--- src/boot_loader_pkg.sv ---
// Purpose: shared constants and types for the boot configuration loader
// Assumes: byte-wide boot memory, one clock domain
// Notes: image window is the 64 bytes from vid_lo_addr to img_last_addr
package boot_loader_pkg;
   // boot memory addresses walked by the loader
   localparam logic [15:0] VID_LO_ADDR = 16'h0040;
   localparam logic [15:0] VID_HI_ADDR = 16'h0041;
   localparam logic [15:0] SIG_FIRST_ADDR = 16'h0050;
   localparam logic [15:0] SIG_LAST_ADDR = 16'h0053;
   localparam logic [15:0] IMG_LAST_ADDR = 16'h007f;
   localparam logic [15:0] OPT_ADDR = 16'h0045;
   // byte values that qualify the memory
   localparam logic [7:0] ERASED_BYTE = 8'hff;
   localparam logic [7:0] BAR0_MEM = 8'hc0;
   localparam logic [7:0] BAR0_IO = 8'hc1;
   localparam logic [7:0] BAR0_LOW1M = 8'hc2;
   localparam logic [7:0] SIG1_BYTE = 8'hff;
   localparam logic [7:0] SIG2_BYTE = 8'he8;
   localparam logic [7:0] SIG3_BYTE = 8'h10;
   // reset values of the loaded settings
   localparam logic [7:0] BAR0_RESET = 8'hc0;
   localparam logic [7:0] OPT_RESET = 8'h00;
   // clocks from presenting an address to sampling its byte
   localparam logic [3:0] WAIT_CYCLES = 4'h8;
   localparam logic [3:0] WAIT_LAST = WAIT_CYCLES - 4'h1;
   // image offset plus data byte, as pushed into the buffer
   localparam int OFS_W = 6;
   localparam int ENTRY_W = OFS_W + 8;
   localparam int FIFO_DEPTH = 8;
   typedef enum logic [2:0] {
      ST_VID = 3'b000,
      ST_SIG = 3'b001,
      ST_COPY = 3'b010,
      ST_DRAIN = 3'b011,
      ST_DONE = 3'b100
   } load_state_t;
endpackage

--- src/boot_config_loader.sv ---
// Purpose: copies the configuration image out of a byte-wide boot memory after reset
// Assumes: ref_clk is the bus clock, rst_b is the bus reset, boot memory answers in 8 clocks
// Notes: loaded bytes leave through an 8-entry buffer; bus config accesses stall until done
//
// Overview of operation
// - add-on reset follows bus reset both ways
// - reset puts every setting at its default
// - config accesses wait until load ends
// - select low means byte-wide boot memory
// - select high means serial or none
// - present address 0040h right after reset
// - sample after eight clocks, then next address
// - both id bytes FFh keeps defaults
// - otherwise read signature 0050h to 0053h
// - signature must be C0-C2, FFh, E8h, 10h
// - valid memory copied 0040h to 007Fh
// - byte 0045h sets options, not registers
// - finished load lets accesses complete
// - bar0 low byte picks io, memory, below 1M
`timescale 1ns/1ps

// plain synchronous fifo; all state sits in one struct
module cfg_byte_fifo #(
   parameter int WIDTH = 14,
   parameter int DEPTH = 8
) (
   // clock and reset
   input wire logic clk,
   input wire logic rst_b,
   // fill side
   input wire logic in_valid,
   input wire logic [WIDTH-1:0] in_data,
   output logic in_ready,
   // drain side
   output logic out_valid,
   output logic [WIDTH-1:0] out_data,
   input wire logic out_ready
);
   localparam int AW = $clog2(DEPTH);
   typedef struct packed {
      logic [DEPTH-1:0][WIDTH-1:0] mem;
      logic [AW-1:0] wr_ptr;
      logic [AW-1:0] rd_ptr;
      logic [AW:0] count;
      logic full;
      logic empty;
   } fifo_t;
   fifo_t s;
   fifo_t next_s;
   logic push;
   logic pop;

   assign in_ready = !s.full;
   assign out_valid = !s.empty;
   assign out_data = s.mem[s.rd_ptr];
   assign push = in_valid && !s.full;
   assign pop = out_ready && !s.empty;

   // pointers wrap naturally because depth is a power of two
   always_comb begin
      next_s = s;
      if (push) begin
         next_s.mem[s.wr_ptr] = in_data;
         next_s.wr_ptr = s.wr_ptr + 1'b1;
      end
      if (pop) begin
         next_s.rd_ptr = s.rd_ptr + 1'b1;
      end
      if (push && !pop) begin
         next_s.count = s.count + 1'b1;
      end else if (pop && !push) begin
         next_s.count = s.count - 1'b1;
      end
      next_s.full = next_s.count == (AW+1)'(DEPTH);
      next_s.empty = next_s.count == '0;
   end

   always_ff @(posedge clk or negedge rst_b) begin
      if (!rst_b) begin
         s <= '{mem: '0, wr_ptr: '0, rd_ptr: '0, count: '0, full: 1'b0, empty: 1'b1};
      end else begin
         s <= next_s;
      end
   end
endmodule

module boot_config_loader
   import boot_loader_pkg::*;
#(
   parameter logic [7:0] BAR0_DEFAULT = boot_loader_pkg::BAR0_RESET
) (
   // clock and bus reset
   input wire logic ref_clk,
   input wire logic rst_b,
   // add-on reset
   output logic addon_reset_out_n,
   // boot memory pins
   input wire logic boot_type_select,
   output logic [15:0] boot_mem_addr,
   input wire logic [7:0] boot_mem_rdata,
   // bus configuration access handshake
   input wire logic cfg_req,
   output logic cfg_stall,
   output logic cfg_trdy,
   // loaded image bytes toward the configuration registers
   output logic cfg_wr_valid,
   output logic [boot_loader_pkg::OFS_W-1:0] cfg_wr_offset,
   output logic [7:0] cfg_wr_data,
   input wire logic cfg_wr_ready,
   // settings decided by the load
   output logic boot_valid,
   output logic [7:0] bar0_low,
   output logic bar0_io,
   output logic bar0_below_1m,
   output logic [7:0] opt_byte
);
   import boot_loader_pkg::*;

   typedef struct packed {
      load_state_t st;
      logic [15:0] addr;
      logic [3:0] cnt;
      logic lo_erased;
      logic [7:0] bar_tmp;
      logic [7:0] opt_tmp;
      logic [7:0] rd_meta;
      logic [7:0] rd_sync;
      logic sel_meta;
      logic sel_sync;
      logic rst_out_n;
      logic stall;
      logic trdy;
      logic valid;
      logic [7:0] bar;
      logic io;
      logic low1m;
      logic [7:0] opt;
   } loader_t;
   loader_t s;
   loader_t next_s;
   logic sample;
   logic push;
   logic fifo_ready;
   logic fifo_valid;
   logic [ENTRY_W-1:0] fifo_out;
   logic sig_ok;

   assign sample = s.cnt == WAIT_LAST;
   // option byte stays inside the block instead of going to the registers
   assign push = s.st == ST_COPY && sample && s.addr != OPT_ADDR;

   // signature check, one byte per value of the two low address bits
   always_comb begin
      unique case (s.addr[1:0])
         2'h0: sig_ok = s.rd_sync == BAR0_MEM || s.rd_sync == BAR0_IO
                        || s.rd_sync == BAR0_LOW1M;
         2'h1: sig_ok = s.rd_sync == SIG1_BYTE;
         2'h2: sig_ok = s.rd_sync == SIG2_BYTE;
         2'h3: sig_ok = s.rd_sync == SIG3_BYTE;
      endcase
   end

   // load sequencer; the boot memory pin inputs are read only through their second flop, cfg_req directly
   always_comb begin
      next_s = s;
      next_s.rd_meta = boot_mem_rdata;
      next_s.rd_sync = s.rd_meta;
      next_s.sel_meta = boot_type_select;
      next_s.sel_sync = s.sel_meta;
      next_s.rst_out_n = 1'b1;
      next_s.cnt = sample ? 4'h0 : s.cnt + 4'h1;
      unique case (s.st)
         ST_VID: begin
            if (sample) begin
               if (s.sel_sync) begin
                  next_s.st = ST_DONE; // serial or absent memory, defaults kept
               end else if (s.addr == VID_LO_ADDR) begin
                  // byte-wide memory path
                  next_s.lo_erased = s.rd_sync == ERASED_BYTE;
                  next_s.addr = VID_HI_ADDR;
               end else if (s.lo_erased && s.rd_sync == ERASED_BYTE) begin
                  next_s.st = ST_DONE;
               end else begin
                  next_s.st = ST_SIG;
                  next_s.addr = SIG_FIRST_ADDR;
               end
            end
         end
         ST_SIG: begin
            if (sample) begin
               if (!sig_ok) begin
                  next_s.st = ST_DONE;
               end else if (s.addr == SIG_LAST_ADDR) begin
                  next_s.st = ST_COPY;
                  next_s.addr = VID_LO_ADDR;
               end else begin
                  next_s.addr = s.addr + 16'h0001;
               end
               if (s.addr == SIG_FIRST_ADDR) begin
                  next_s.bar_tmp = s.rd_sync;
               end
            end
         end
         ST_COPY: begin
            // a full buffer holds the address and retries the sample next clock
            if (sample && s.addr != OPT_ADDR && !fifo_ready) begin
               next_s.cnt = s.cnt;
            end else if (sample) begin
               if (s.addr == OPT_ADDR) begin
                  next_s.opt_tmp = s.rd_sync;
               end
               if (s.addr == IMG_LAST_ADDR) begin
                  next_s.st = ST_DRAIN;
                  next_s.cnt = 4'h0;
               end else begin
                  next_s.addr = s.addr + 16'h0001;
               end
            end
         end
         ST_DRAIN: begin
            next_s.cnt = 4'h0;
            // settings commit only once every byte has left the buffer
            if (!fifo_valid) begin
               next_s.st = ST_DONE;
               next_s.valid = 1'b1;
               next_s.bar = s.bar_tmp;
               next_s.io = s.bar_tmp == BAR0_IO;
               next_s.low1m = s.bar_tmp == BAR0_LOW1M;
               next_s.opt = s.opt_tmp;
            end
         end
         ST_DONE: begin
            next_s.cnt = 4'h0;
         end
      endcase
      next_s.stall = next_s.st != ST_DONE;
      next_s.trdy = cfg_req && !s.stall;
   end

   // reset loads every default and puts address 0040h on the pins
   always_ff @(posedge ref_clk or negedge rst_b) begin
      if (!rst_b) begin
         s <= '{st: ST_VID, addr: VID_LO_ADDR, cnt: 4'h0, lo_erased: 1'b0,
                bar_tmp: BAR0_RESET, opt_tmp: OPT_RESET, rd_meta: 8'h00, rd_sync: 8'h00,
                sel_meta: 1'b0, sel_sync: 1'b0, rst_out_n: 1'b0, stall: 1'b1,
                trdy: 1'b0, valid: 1'b0, bar: BAR0_DEFAULT,
                io: BAR0_DEFAULT == BAR0_IO, low1m: BAR0_DEFAULT == BAR0_LOW1M,
                opt: OPT_RESET};
      end else begin
         s <= next_s;
      end
   end

   cfg_byte_fifo #(
      .WIDTH(ENTRY_W),
      .DEPTH(FIFO_DEPTH)
   ) u_fifo (
      .clk(ref_clk),
      .rst_b(rst_b),
      .in_valid(push),
      .in_data({s.addr[OFS_W-1:0], s.rd_sync}),
      .in_ready(fifo_ready),
      .out_valid(fifo_valid),
      .out_data(fifo_out),
      .out_ready(cfg_wr_ready)
   );

   // outputs straight from state flops; buffer outputs come from its own flops
   assign addon_reset_out_n = s.rst_out_n; // asserts at once with rst_b
   assign boot_mem_addr = s.addr;
   assign cfg_stall = s.stall;
   assign cfg_trdy = s.trdy;
   assign cfg_wr_valid = fifo_valid;
   assign cfg_wr_offset = fifo_out[ENTRY_W-1:8];
   assign cfg_wr_data = fifo_out[7:0];
   assign boot_valid = s.valid;
   assign bar0_low = s.bar;
   assign bar0_io = s.io;
   assign bar0_below_1m = s.low1m;
   assign opt_byte = s.opt;
endmodule

--- config.mk ---
export PLATFORM = sky130hd
export DESIGN_NAME = boot_config_loader
export DESIGN_NICKNAME = d
export VERILOG_FILES = /design/src/boot_loader_pkg.sv /design/src/boot_config_loader.sv
export SDC_FILE = /design/constraint.sdc
export NUM_CORES = 1
export LEC_CHECK = 0
export ABC_AREA = 0
export BUFFER_PORTS_ARGS = -buffer_cell sky130_fd_sc_hd__buf_4
export CAP_MARGIN = 30
export CORE_ASPECT_RATIO = 1.4
export CORE_MARGIN = 1.5
export CORE_UTILIZATION = 40
export DETAILED_ROUTE_END_ITERATION = 7
export HOLD_SLACK_MARGIN = 0.12
export PLACE_DENSITY = 0.66
export SYNTH_ARGS = -nofsm -noshare
export SYNTH_HDL_FRONTEND = slang
export SYNTH_SLANG_ARGS = --single-unit
export TNS_END_PERCENT = 50
--- constraint.sdc ---
create_clock -name ref_clk -period 3.9 [get_ports ref_clk]
set_clock_uncertainty 0.05 [all_clocks]
set_input_delay 0.195 -clock ref_clk [delete_from_list [all_inputs] [get_ports ref_clk]]
set_output_delay 0.195 -clock ref_clk [all_outputs]
set_load 0.03 [all_outputs]
; Word-level counts from Yosys, hierarchy flattened
; Index checks and enable logic that the tools add are counted.
[word_totals]
register_bits = 204
latch_bits = 0
mem_bits_rw = 0
mem_bits_ro = 0
in_bits = 13
output_inout_bits = 53
wordCells = 133
memories = 0
[classes]
n_addsub = 6
mul = 0
div_mod_pow = 0
order_cmp = 3
eq_ne = 32
n_shift = 0
n_mux = 31
n_bitwise = 2
n_reduce_logical = 28
[op_table]
columns = operator, count
row1 = 112-bit bitwise mux, 1
row2 = 16-bit two-way mux, 6
row3 = 16-bit by 7-bit == test with 1-bit output (second input constant), 5
row4 = 19-bit two-way mux, 3
row5 = 8-bit == test (second input constant), 7
row6 = 16-bit case mux with 3 select lines, 1
row7 = 14-bit binary-select mux with 3-bit select, 1
row8 = 14-bit demux with 3-bit select, 1
row9 = 14-bit two-way mux, 2
row10 = 23-bit two-way mux, 1
row11 = 3-bit two-way mux, 7
row12 = 4-bit two-way mux, 5
row13 = 16-bit by 1-bit adder with 16-bit output (second input constant), 1
row14 = 16-bit by 7-bit inequality test with 1-bit output (second input constant), 1
row15 = 2-bit inequality test (second input constant), 7
row16 = 3-bit case mux with 4 select lines, 1
row17 = 1-bit logical AND, 11
row18 = 9-bit AND reduction, 1
row19 = 4-bit by 1-bit adder with 4-bit output (second input constant), 2
row20 = 8-bit by 5-bit == test with 1-bit output (second input constant), 1
row21 = 3-bit by 4-bit < comparator with 1-bit output (second input constant), 2
row22 = 4-bit case mux with 2 select lines, 1
row23 = 4-bit AND reduction, 2
row24 = 3-bit by 1-bit adder with 3-bit output (second input constant), 2
row25 = 21 further kinds, 30

; Depth between registers and ports, before layout
; Gate-level depths: netlist of the first run.
[depth]
word_depth = 9
mapped_depth = 10
ltp_nobuf = 8

; Hierarchy
; Synthesis of the first run repeated with hierarchy kept, for this count alone.
[unflattened]
cells_unflattened = 702
area_unflattened_um2 = 9656.8
[modules_own_cells]
columns = module, instances, cells_per_inst, area_per_inst_um2, seq_area_each_um2
row1 = cfg_byte_fifo, 1, 360, 5725.5, 3104.2
row2 = boot_config_loader, 1, 342, 3931.3, 2009.4

; Worst setup path after synthesis of the first run
; OpenSTA, ideal clock, no wires.
[synth_timing]
kind = flip-flop to flip-flop
startpoint = reg s (netlist bit boot_mem_addr[0])
endpoint = reg s (netlist bit boot_mem_addr[11])
setup_time_ps = 95
t_arrival_ps = 2793
t_required_ps = 3755
slack_ps = 962
path_stages_with_launch = 11
n_path_buf = 2
synth_period_minus_slack_ps = 2938
path_cell_list = dfrtp_1 > inv_1 > ha_1 > or3b_1 > a2111oi_0 > a221oi_1 > a211o_1 > buf_6 > or3_4 > buf_6 > o31ai_1
[synth_between]
elab_chain_cells = 5
elab_cells_between_ends = 27
classes_between = 1 x add/sub / 11 x eq/ne / 11 x mux / 4 x reduce/logical
[synth_rtl]
columns = item, line
row1 = from (decl), boot_config_loader.sv:139  ; loader_t s;
row2 = from (signal assigned), boot_config_loader.sv:243  ; s <= '{st: ST_VID, addr: VID_LO_ADDR, cnt: 4'h0, lo_erased: 1'b0,
row3 = from (signal assigned), boot_config_loader.sv:250  ; s <= next_s;
row4 = "16-bit by 1-bit adder with 16-bit output, or another cell as far along", "boot_config_loader.sv:197, boot_config_loader.sv:216"
row5 = "16-bit two-way mux, or another cell as far along", boot_config_loader.sv:212  ; if (s.addr == IMG_LAST_ADDR) begin
row6 = "23-bit two-way mux, or another cell as far along", boot_config_loader.sv:208  ; end else if (sample) begin
row7 = "19-bit two-way mux, or another cell as far along", boot_config_loader.sv:206  ; if (sample && s.addr != OPT_ADDR && !fifo_ready) begin
row8 = 16-bit case mux with 3 select lines or 9-bit AND reduction (tied branches), --
; Parallel ways exist; a longest one is shown, timed or not. The select of a mux whose other input is x is not followed.
; A chain may end at the register's enable or synchronous reset.

; Final worst setup path of the first run
[layout_timing]
startpoint = reg s (netlist bit boot_mem_addr[0])
endpoint = reg s (netlist bit boot_mem_addr[5])
; Same word-level chain as after synthesis.

==> results of run 1 <==
## worst paths after layout
kind	from	endpoint	slack [ps]	depth (start not counted)
worst max-delay path	boot_mem_addr[0]	boot_mem_addr[5]	610	9
worst max register to register	boot_mem_addr[0]	boot_mem_addr[5]	610	9
max in group asynchronous	rst_b	cfg_stall	2510	3
min in group asynchronous	rst_b	u_fifo.s[23]	330	2
worst min-delay path	cfg_wr_ready	u_fifo.s[6]	170	3
worst min register to register	next_s[30]	s[30]	300	0
## final cells by class
type	instances	area share, %
tap	306	3.47
clock buffer	30	5.52
clock inverter	6	0.556
inverter	12	0.408
sequential	204	46.4
timing repair buffer	103	7.43
multi-input combinational	464	36.3
## cell usage in the layout, fill, tap and decap left out, types with 5 or more instances in the layout
master,instances
mux2_2,116
dfrtp_1,196
inv_1,12
dfstp_2,7
o21ai_0,20
o21ai_1,9
and3_1,7
clkbuf_16,21
nor3_1,7
nor2_1,18
clkbuf_8,6
o31ai_1,19
nor4_1,8
a21oi_1,6
nand4b_1,5
ha_1,11
mux4_2,28
dlygate4sd3_1,11
and2_1,6
mux2_1,17
nor2b_1,5
nand2b_1,9
nand2_1,80
nand3_1,20
buf_4,90
xnor2_1,6
## cells by family (layout without fill, tap and decap cells)
kind of cell	after synthesis	in the layout	synth area share, %
other	1	1	0.0391
muxes	162	162	22.3
buffers and inverters	93	151	5.18
AOI/OAI and AO/OA	84	84	6.16
and+or+nand+nor	197	197	10.7
adders and majority gates	11	11	1.44
xor gates and xnor gates	9	9	0.823
DFF	204	204	53.4
## power breakdown
group	internal [uW]	switching, uW	total (uW)
Combinational	440	520	960
Sequential	2260	253	2510
Clock	1150	793	1940
Total	3850	1570	5420
## registers in the layout, indices dropped and copies added (netlist names)
| signal | cells |
|---|---|
| opt_byte | 8 |
| boot_valid | 1 |
| bar0_below_1m | 1 |
| boot_mem_addr | 16 |
| bar0_low | 8 |
| s | 33 |
| addon_reset_out_n | 1 |
| cfg_stall | 1 |
| u_fifo.s | 124 |
| cfg_trdy | 1 |
| bar0_io | 1 |
| next_s | 9 |
## metrics by stage
| step | util, % | total power [uW] | std cells |
|---|---|---|---|
| after floorplan | - | 3180 | 761 |
| after global placement | 43.8 | 3490 | 1077 |
| after detailed placement | 43.8 | 3510 | 1077 |
| after CTS | 47.2 | 5480 | 1124 |
| after global routing | 47.2 | 5670 | 1125 |
| final | 47.2 | 5420 | 1125 |
## repair_timing
item	in CTS	in global routing
endpoints found under the hold margin	115	0
gates resized for setup	0	0
hold buffers	11	0
## worst max-delay path: cells and delay by family (launching register included)
| kind | cells | cell delay [ps] |
|---|---|---|
| AOI/OAI and AO/OA | 4 | 1320 |
| and+or+nand+nor | 2 | 810 |
| buffers and inverters | 2 | 420 |
| DFF | 1 | 380 |
| adders and majority gates | 1 | 190 |
## layer usage
metal,vias up,part of all wire [%]
met5,-,0
met4,0,2.8
met3,42,3.3
met2,123,53
met1,3090,41
li1,2803,-
==> summary.txt, run 1 <==
Status
  – Outcome: complete, no violations

Clock network
  – Worst-case clock buffer depth: 3
  – Setup bufs post-CTS: 0
  – TritonCTS clock tree: yes
  – H-tree levels: 1
  – CTS buffer count: 21
  – Root buf cell: clkbuf_16
  – Clk_lat worst skew: 490 ps
  – Sink Count: 204
  – Clk pin slew, worst setup/hold paths: 60 ps

Placement
  – Cell area after placement: ~10000 sq um
  – Post-DP HPWL: 13.6 mm
  – GP Congestion: 0.815
  – Port Buf Inserts: 65
  – Placement Setup Slack: 575 ps

Synthesis
  – Most frequent cells after synthesis: 197 x dfrtp_1, 116 x mux2_2, 80 x nand2_1, 40 x clkbuf_1, 32 x buf_4
  – Fraction of registers with async set/reset: 100%
  – Syn Inst Count: between 700 and 800
  – Post-synth EDFFs: 0
  – Synth area leaders: dfrtp_1 51%, mux2_2 14%, mux4_2 6.6%
  – Seq/Total Area, Yosys: between 50% and 60%
  – Synthesized Nets: just under 800
  – Avg Synthesized Cell Area: between 10 and 15 sq um
  – Top cell type's share of synthesized area: roughly half
  – Number of synthesized register bits: 204
  – Yosys cell types: 67
  – Synth Cell Area: 9580 sq um
  – Yosys top cell by area: dfrtp_1
  – Synth Flop Type: dfrtp_1
  – Most common cell in the netlist: dfrtp_1
  – Syn. warnings: 0

Drt
  – Wirelength per Cell: approximately 18 um
  – Routed wire length: 20.7 mm
  – # DRC: 0
  – Post-route ant nets: 0
  – Drt first pass iters: 4
  – Via density: 5.38
  – Via count: 6058
  – DR iter-0 viols: 301

Cells and area
  – Area Overhead vs Synth: 15.2%
  – Layout cells sized above 1: 35.4%
  – Design area: ~11000 sq um
  – Fill count: 2107
  – Multi-input gate area: 4000 sq um
  – Antenna cell count: 0
  – Fin nets: 830
  – FF/Latch Area: 5110 sq um

Die
  – Die width: ~130 um
  – Ports: 66
  – Initial Utilization: 41.0%
  – Core area: ~23000 sq um
  – Std cell rows: 66
  – Die ar.: approximately 25000 sq um
  – Die Y: approximately 190 um

Hold path
  – Hold Crit Class: input pin to flip-flop

GRT
  – Largest net degree at the start of global routing: 109
  – Vias in the first global route: 6285
  – First-pass GRT wire length: 33.4 mm
  – Initial antenna violation count: 0
  – Met2 Usage GRT: between 30% and 40%
  – Met1 track demand over resource: 20.6%
  – Gr ovfl total: 0
  – Grt met3 use: 2.02%
  – Busiest layer in global routing: met2
  – Total GRT Usage: 17.0%

Pwr
  – Maximum VDD drop: around 0.30 mV
  – LEAKAGE: about 0.0052 uW
  – Pwr/cell area: 491 nW/um^2

Timing
  – Worst-margin pin slew: 909 ps
  – Unrepaired setup endpoints after global routing: no
  – Fin. Hold Viols: 0
  – Setup_tns: 0 ps
  – Final min period: 3290 ps
  – Setup WS post-layout: around 610 ps
  – Fin crit share: a little over four fifths
  – Rel. slew slack: approximately 39%
  – Hold Slack: 175 ps
  – Setup-failing EPs final: 0
  – Final-report max-slew violation count: 0
  – Achievable clock frequency: 304 MHz

Setup path
  – Max stage delay cell, worst path: or3_4
  – CP endpoint kind: flip-flop
  – Crit path DAT: 3630 ps
  – Worst setup SP type: flip-flop
  – Crit path kind: flip-flop to flip-flop
  – Critical path fanouts, max: 12
  – CP Data Required Time: about 4200 ps
  – Largest stage delay, worst path: 470 ps
  – CP Cell Sequence: buf_4, inv_1, ha_1, or3b_1, a2111oi_0, a221oi_1, a211o_1, or3_4, o41ai_2

Run
  – MaxCap Viol Count: 0
Note: power is estimated with default switching activity, not from simulation.
==> run 2, diff against run 1 <==
--- a/config.mk
+++ b/config.mk
@@ -13,7 +13,7 @@
 export CORE_UTILIZATION = 40
 export DETAILED_ROUTE_END_ITERATION = 7
 export HOLD_SLACK_MARGIN = 0.12
-export PLACE_DENSITY = 0.66
+export PLACE_DENSITY = 0.68
 export SYNTH_ARGS = -nofsm -noshare
 export SYNTH_HDL_FRONTEND = slang
 export SYNTH_SLANG_ARGS = --single-unit
==> constraint.sdc (replaced) <==
create_clock -name ref_clk -period 3 [get_ports ref_clk]
set_clock_uncertainty 0.05 [all_clocks]
set_input_delay 0.15 -clock ref_clk [delete_from_list [all_inputs] [get_ports ref_clk]]
set_output_delay 0.15 -clock ref_clk [all_outputs]
set_load 0.03 [all_outputs]
==> run 2 against run 1 <==
Effect of this change: utilization rose by 1.3 points; largest power group unchanged; flip-flop and latch count did not move; cell count is 2.5% higher; global-route usage grew 0.76 points; total power is 34% higher; worst setup slack lost 430 ps; worst hold slack gained 57 ps; clock-buffer cell count unchanged; design area grew 2.9%; combinational power is 52% higher; first-iteration DRC count up 19%; routed wire length rose by 3.9%.
==> summary.txt, run 2 (same netlist as run 1, synthesis figures left out) <==
Status
  – Outcome: complete, no violations

Timing
  – Unrepaired setup endpoints after global routing: no
  – Final-report max-slew violation count: 0
  – Setup_tns: 0 ps
  – Final min period: 2820 ps
  – Setup-failing EPs final: 0
  – Fin crit share: 94.0%
  – Worst-margin pin slew: 978 ps
  – Fin. Hold Viols: 0
  – Rel. slew slack: 34.7%
  – Achievable clock frequency: 355 MHz

Setup path
  – CP Data Required Time: 3350 ps
  – Critical path fanouts, max: 12
  – Crit path DAT: 3170 ps
  – CP endpoint kind: flip-flop
  – Worst Reg2Reg Path Length in Cells: 7
  – R2r endpoint: boot_mem_addr[5]
  – Crit path kind: flip-flop to flip-flop
  – FF-to-FF Start: boot_mem_addr[0]
  – FF-to-FF setup slack: between 150 and 200 ps
  – Worst setup SP type: flip-flop
  – Crit path capture: boot_mem_addr[5]
  – Worst setup startpoint: boot_mem_addr[0]

Die
  – Std cell rows: 66
  – Core area: 23400 sq um
  – Die Y: ~190 um
  – Die ar.: roughly 25000 sq um
  – Initial Utilization: between 40% and 50%
  – Ports: between 60 and 70
  – Die width: 134 um

Run
  – MaxCap Viol Count: 0

Drt
  – Via count: 6243
  – DR iter-0 viols: 359
  – Drt first pass iters: 4
  – Via density: 5.41
  – Routed wire length: 21.5 mm
  – Post-route ant nets: 0
  – Wirelength per Cell: 18.7 um
  – # DRC: 0

GRT
  – Largest net degree at the start of global routing: 95
  – Gr ovfl total: 0
  – Vias in the first global route: 6507
  – Total GRT Usage: 17.8%
  – Initial antenna violation count: 0
  – First-pass GRT wire length: 34.7 mm

Placement
  – Port Buf Inserts: 65
  – Post-DP HPWL: about 14 mm
  – GP Congestion: 0.816

Clock network
  – H-tree levels: 1
  – Worst-case clock buffer depth: 3
  – TritonCTS clock tree: yes
  – CTS buffer count: 21
  – Setup bufs post-CTS: 0
  – Root buf cell: clkbuf_16
  – Clk pin slew, worst setup/hold paths: 70 ps
  – Sink Count: 204
  – Clk_lat worst skew: 500 ps

Cells and area
  – Area Overhead vs Synth: 18.5%
  – Fin nets: 856
  – FF/Latch Area: slightly above 5000 sq um
  – Max reg flops: about 120
  – Multi-input gate area: 4020 sq um
  – Antenna cell count: 0
  – Fill count: 2058
  – Commonest cells after routing, fill and taps aside: 196 x dfrtp_1, 116 x mux2_2, 110 x buf_4, 80 x nand2_1, 28 x mux4_2
  – Layout cells sized above 1: between 30 and 40%
  – Most common cell after layout, fill and taps aside: dfrtp_1
  – Largest Register: u_fifo.s

Hold path
  – Hold Crit Class: input pin to async pin

Pwr
  – Total power: 7260 uW
  – Pwr/cell area: 640 nW/um^2
  – LEAKAGE: 0.00540 uW
  – Maximum VDD drop: 0.518 mV
-- run 2: how the worst min path moves through the flow --
stage	slack, ps	cells after the start	endpoint	startpoint
2_1_floorplan	-200	0	addon_reset_out_n	rst_b
3_3_place_gp	210	1	next_s[27]	boot_mem_rdata[3]
3_5_place_dp	210	1	next_s[27]	boot_mem_rdata[3]
4_1_cts	240	2	next_s[27]	boot_mem_rdata[3]
5_1_grt	240	2	next_s[28]	boot_mem_rdata[4]
6_report	230	2	u_fifo.s[105]	rst_b
-- run 2: stage by stage --
step / util [%] / cell area, sq um / std cells / hold WS [ps] / worst slack, ps
CTS: 48.5 / 11300 / 1153 / 239 / 118
detailed placement: 45.0 / 10500 / 1103 / 211 / 137
global route: 48.6 / 11300 / 1153 / 238 / 18.4
floorplan: - / 9580 / 761 / -196 / 61.8
global placement: 45.0 / 10500 / 1103 / 211 / 208
finish: 48.6 / 11300 / 1153 / 232 / 181
-- run 2: cell type report --
class                      instances  area share [%]
inverter                          12           0.397
clock buffer                      30            5.37
timing repair buffer             129            9.51
sequential                       204            45.1
clock inverter                     8           0.860
multi-input combinational        464            35.4
tap                              306            3.37
-- run 2: per-layer routing --
layer / share of wire [%] / global-route usage (%)
met5: 0 / 0
met4: 3.3 / 7.83
met3: 3.3 / 2.29
met2: 53 / 32.0
met1: 40 / 21.2
-- run 2: power breakdown --
part / switching, uW / internal (uW) / leakage, uW
Combinational: 824 / 632 / 0.00230
Sequential: 201 / 2940 / 0.00275
Clock: 1080 / 1590 / 0.000352
Total: 2100 / 5160 / 0.00540
-- run 2: worst max-delay path: stages (launching register included) --
cell and delay, ps:
dfrtp_1 420, ha_1 250, or3b_1 410, a2111oi_2 350, a221oi_2 140, a211o_1 330
or3_4 460, o41ai_2 290
-- run 2: timing repair --
| action | in CTS | in global routing |
|---|---|---|
| gates resized for setup | 0 | 3 |
| setup endpoints to repair | 0 | 7 |
| hold buffers | 12 | 0 |
| endpoints found under the hold margin | 100 | 0 |
==> run 3, diff against run 2 <==
--- a/config.mk
+++ b/config.mk
@@ -11,6 +11,7 @@
 export CORE_ASPECT_RATIO = 1.4
 export CORE_MARGIN = 1.5
 export CORE_UTILIZATION = 40
+export CTS_BUF_LIST = sky130_fd_sc_hd__clkbuf_8
 export DETAILED_ROUTE_END_ITERATION = 7
 export HOLD_SLACK_MARGIN = 0.12
 export PLACE_DENSITY = 0.68
==> run 3 against run 2 <==
Effect of this change: clock power is 9.7% lower; highest routed layer unchanged; critical path depth did not move; register-to-register slack about the same; sequential share of layout area up 0.13 points; worst setup slack worse by 0.65 ps; global-route usage is essentially flat; clock-buffer cell count is 12 higher; total power down 3.5%; design area fell by 0.29%; flip-flop and latch count unchanged; routed wire length is 0.58% lower.
==> summary.txt, run 3 (same netlist as run 1, synthesis figures left out) <==
Cells and area
  – Fill count: 2063
  – Final Util: 48.4%
  – Antenna cell count: 0
  – Most common cell after layout, fill and taps aside: dfrtp_1
  – Layout cells sized above 1: between 30% and 40%
  – Fin nets: 866
  – Max reg flops: around 120
  – Largest Register: u_fifo.s
  – Commonest cells after routing, fill and taps aside: 196 x dfrtp_1, 116 x mux2_2, 110 x buf_4, 80 x nand2_1, 43 x clkbuf_8
  – Area Overhead vs Synth: 18.1%

Pwr
  – Clock Power Share: 34.4%
  – Maximum VDD drop: between 0.4 and 0.5 mV
  – Total power: 7010 uW
  – Reg power frac: 44.8%
  – Power share of the combinational group: 20.8%
  – Sw Share: 30.0%
  – Switching pwr: 2100 uW
  – Pwr/cell area: 619 nW/um^2
  – LEAKAGE: 0.00544 uW
  – Internal power: 4910 uW

Timing
  – Worst-margin pin slew: 945 ps
  – Fin. Hold Viols: 0
  – Unrepaired setup endpoints after global routing: no
  – Final-report max-slew violation count: 0
  – Fin crit share: 94.0%
  – Final min period: 2820 ps
  – Setup WS post-layout: 180 ps
  – Achievable clock frequency: 355 MHz
  – Setup-failing EPs final: 0
  – Setup_tns: 0 ps
  – Rel. slew slack: 36.8%

Setup path
  – Critical path fanouts, max: 12
  – CP endpoint kind: flip-flop
  – Crit path DAT: between 3000 and 4000 ps
  – FF-to-FF setup slack: 180 ps
  – Largest stage delay, worst path: 460 ps
  – Worst setup SP type: flip-flop
  – Max stage delay cell, worst path: or3_4
  – FF-to-FF Start: boot_mem_addr[0]
  – Worst setup startpoint: boot_mem_addr[0]
  – Crit path kind: flip-flop to flip-flop
  – CP Data Required Time: approximately 3400 ps
  – CP Cell Sequence: ha_1, or3b_1, a2111oi_2, a221oi_2, a211o_1, or3_4, o41ai_2

Run
  – MaxCap Viol Count: 0

GRT
  – Largest net degree at the start of global routing: 95
  – Vias in the first global route: approximately 6600
  – First-pass GRT wire length: approximately 35 mm
  – Total GRT Usage: around 18%
  – Gr ovfl total: 0
  – Initial antenna violation count: 0

Clock network
  – CTS buffer count: 31
  – H-tree levels: 1
  – Sink Count: 204
  – Clk pin slew, worst setup/hold paths: 60 ps
  – TritonCTS clock tree: yes
  – Worst-case clock buffer depth: 3
  – Clk_lat worst skew: 570 ps
  – Root buf cell: clkbuf_8

Drt
  – Via count: between 6000 and 7000
  – Wirelength per Cell: roughly 18 um
  – Post-route ant nets: 0
  – Drt first pass iters: 4
  – DR iter-0 viols: 360
  – Routed wire length: ~21 mm
  – Via density: 5.32
  – # DRC: 0

Die
  – Std cell rows: 66
  – Die ar.: 24900 sq um
  – Initial Utilization: 41.0%
  – Die width: approximately 130 um
  – Core area: 23400 sq um
  – Die Y: 186 um
  – Ports: between 60 and 70

Placement
  – GP Congestion: 0.816
  – Placement Setup Slack: ~140 ps
  – Post-DP HPWL: 14.4 mm
  – Port Buf Inserts: 65

Status
  – Outcome: complete, no violations

Hold path
  – Hold Crit Class: input pin to async pin
-- run 3: timing repair --
item / in CTS / in global routing
endpoints found under the hold margin: 102 / 0
buffers inserted: 0 / 0
endpoints found under the setup margin: 0 / 7
hold buffers: 12 / 0
resized for setup: 0 / 3
-- run 3: final timing paths --
kind	end	depth (start not counted)
worst max-delay path	boot_mem_addr[5]	7
worst min-delay path	u_fifo.s[105]	2
worst max register to register	boot_mem_addr[5]	7
worst min register to register	s[28]	0
max in group asynchronous	cfg_stall	3
min in group ref_clk	next_s[28]	2
-- run 3: final cells by class --
class / count / area (sq um) / share of cell area, %
clock buffers: 42 / 578 / 5.11
clock inverters: 15 / 96.3 / 0.851
inverters: 12 / 45.0 / 0.398
multi-input cells: 464 / 4020 / 35.5
flip-flops and latches: 204 / 5110 / 45.2
well taps: 306 / 383 / 3.38
repair buffers: 129 / 1080 / 9.54
-- run 3: metal layers --
layer | track usage [%] | routed length (um) | up-vias
li1 | - | - | 2866
met1 | 21.0 | 8510 | 3173
met2 | 32.4 | 11400 | 141
met3 | 2.45 | 741 | 50
met4 | 7.00 | 707 | 0
met5 | 0 | 0 | -
-- run 3: power by group through the flow --
| stage | Sequential (uW) | Combinational [uW] | Clock (uW) |
|---|---|---|---|
| after floorplan | 3120 | 1010 | 0 |
| after global placement | 3180 | 1430 | 0 |
| after detailed placement | 3180 | 1450 | 0 |
| after CTS | 3130 | 1470 | 2490 |
| after global routing | 3160 | 1590 | 2610 |
| final | 3140 | 1450 | 2410 |
-- run 3: metrics by stage --
| step | hold WS, ps | cell area (sq um) | cells |
|---|---|---|---|
| 6_report | 152 | 11300 | 1172 |
| 5_1_grt | 150 | 11300 | 1172 |
| 4_1_cts | 142 | 11300 | 1172 |
| 3_5_place_dp | 211 | 10500 | 1103 |
| 3_3_place_gp | 211 | 10500 | 1103 |
| 2_1_floorplan | -196 | 9580 | 761 |
-- run 3: critical path: cells and delay by family (launching register included) --
kind            cells  cell delay, ps
simple gates        2             870
fa+ha+maj           1             250
compound gates      4            1110
flops               1             420
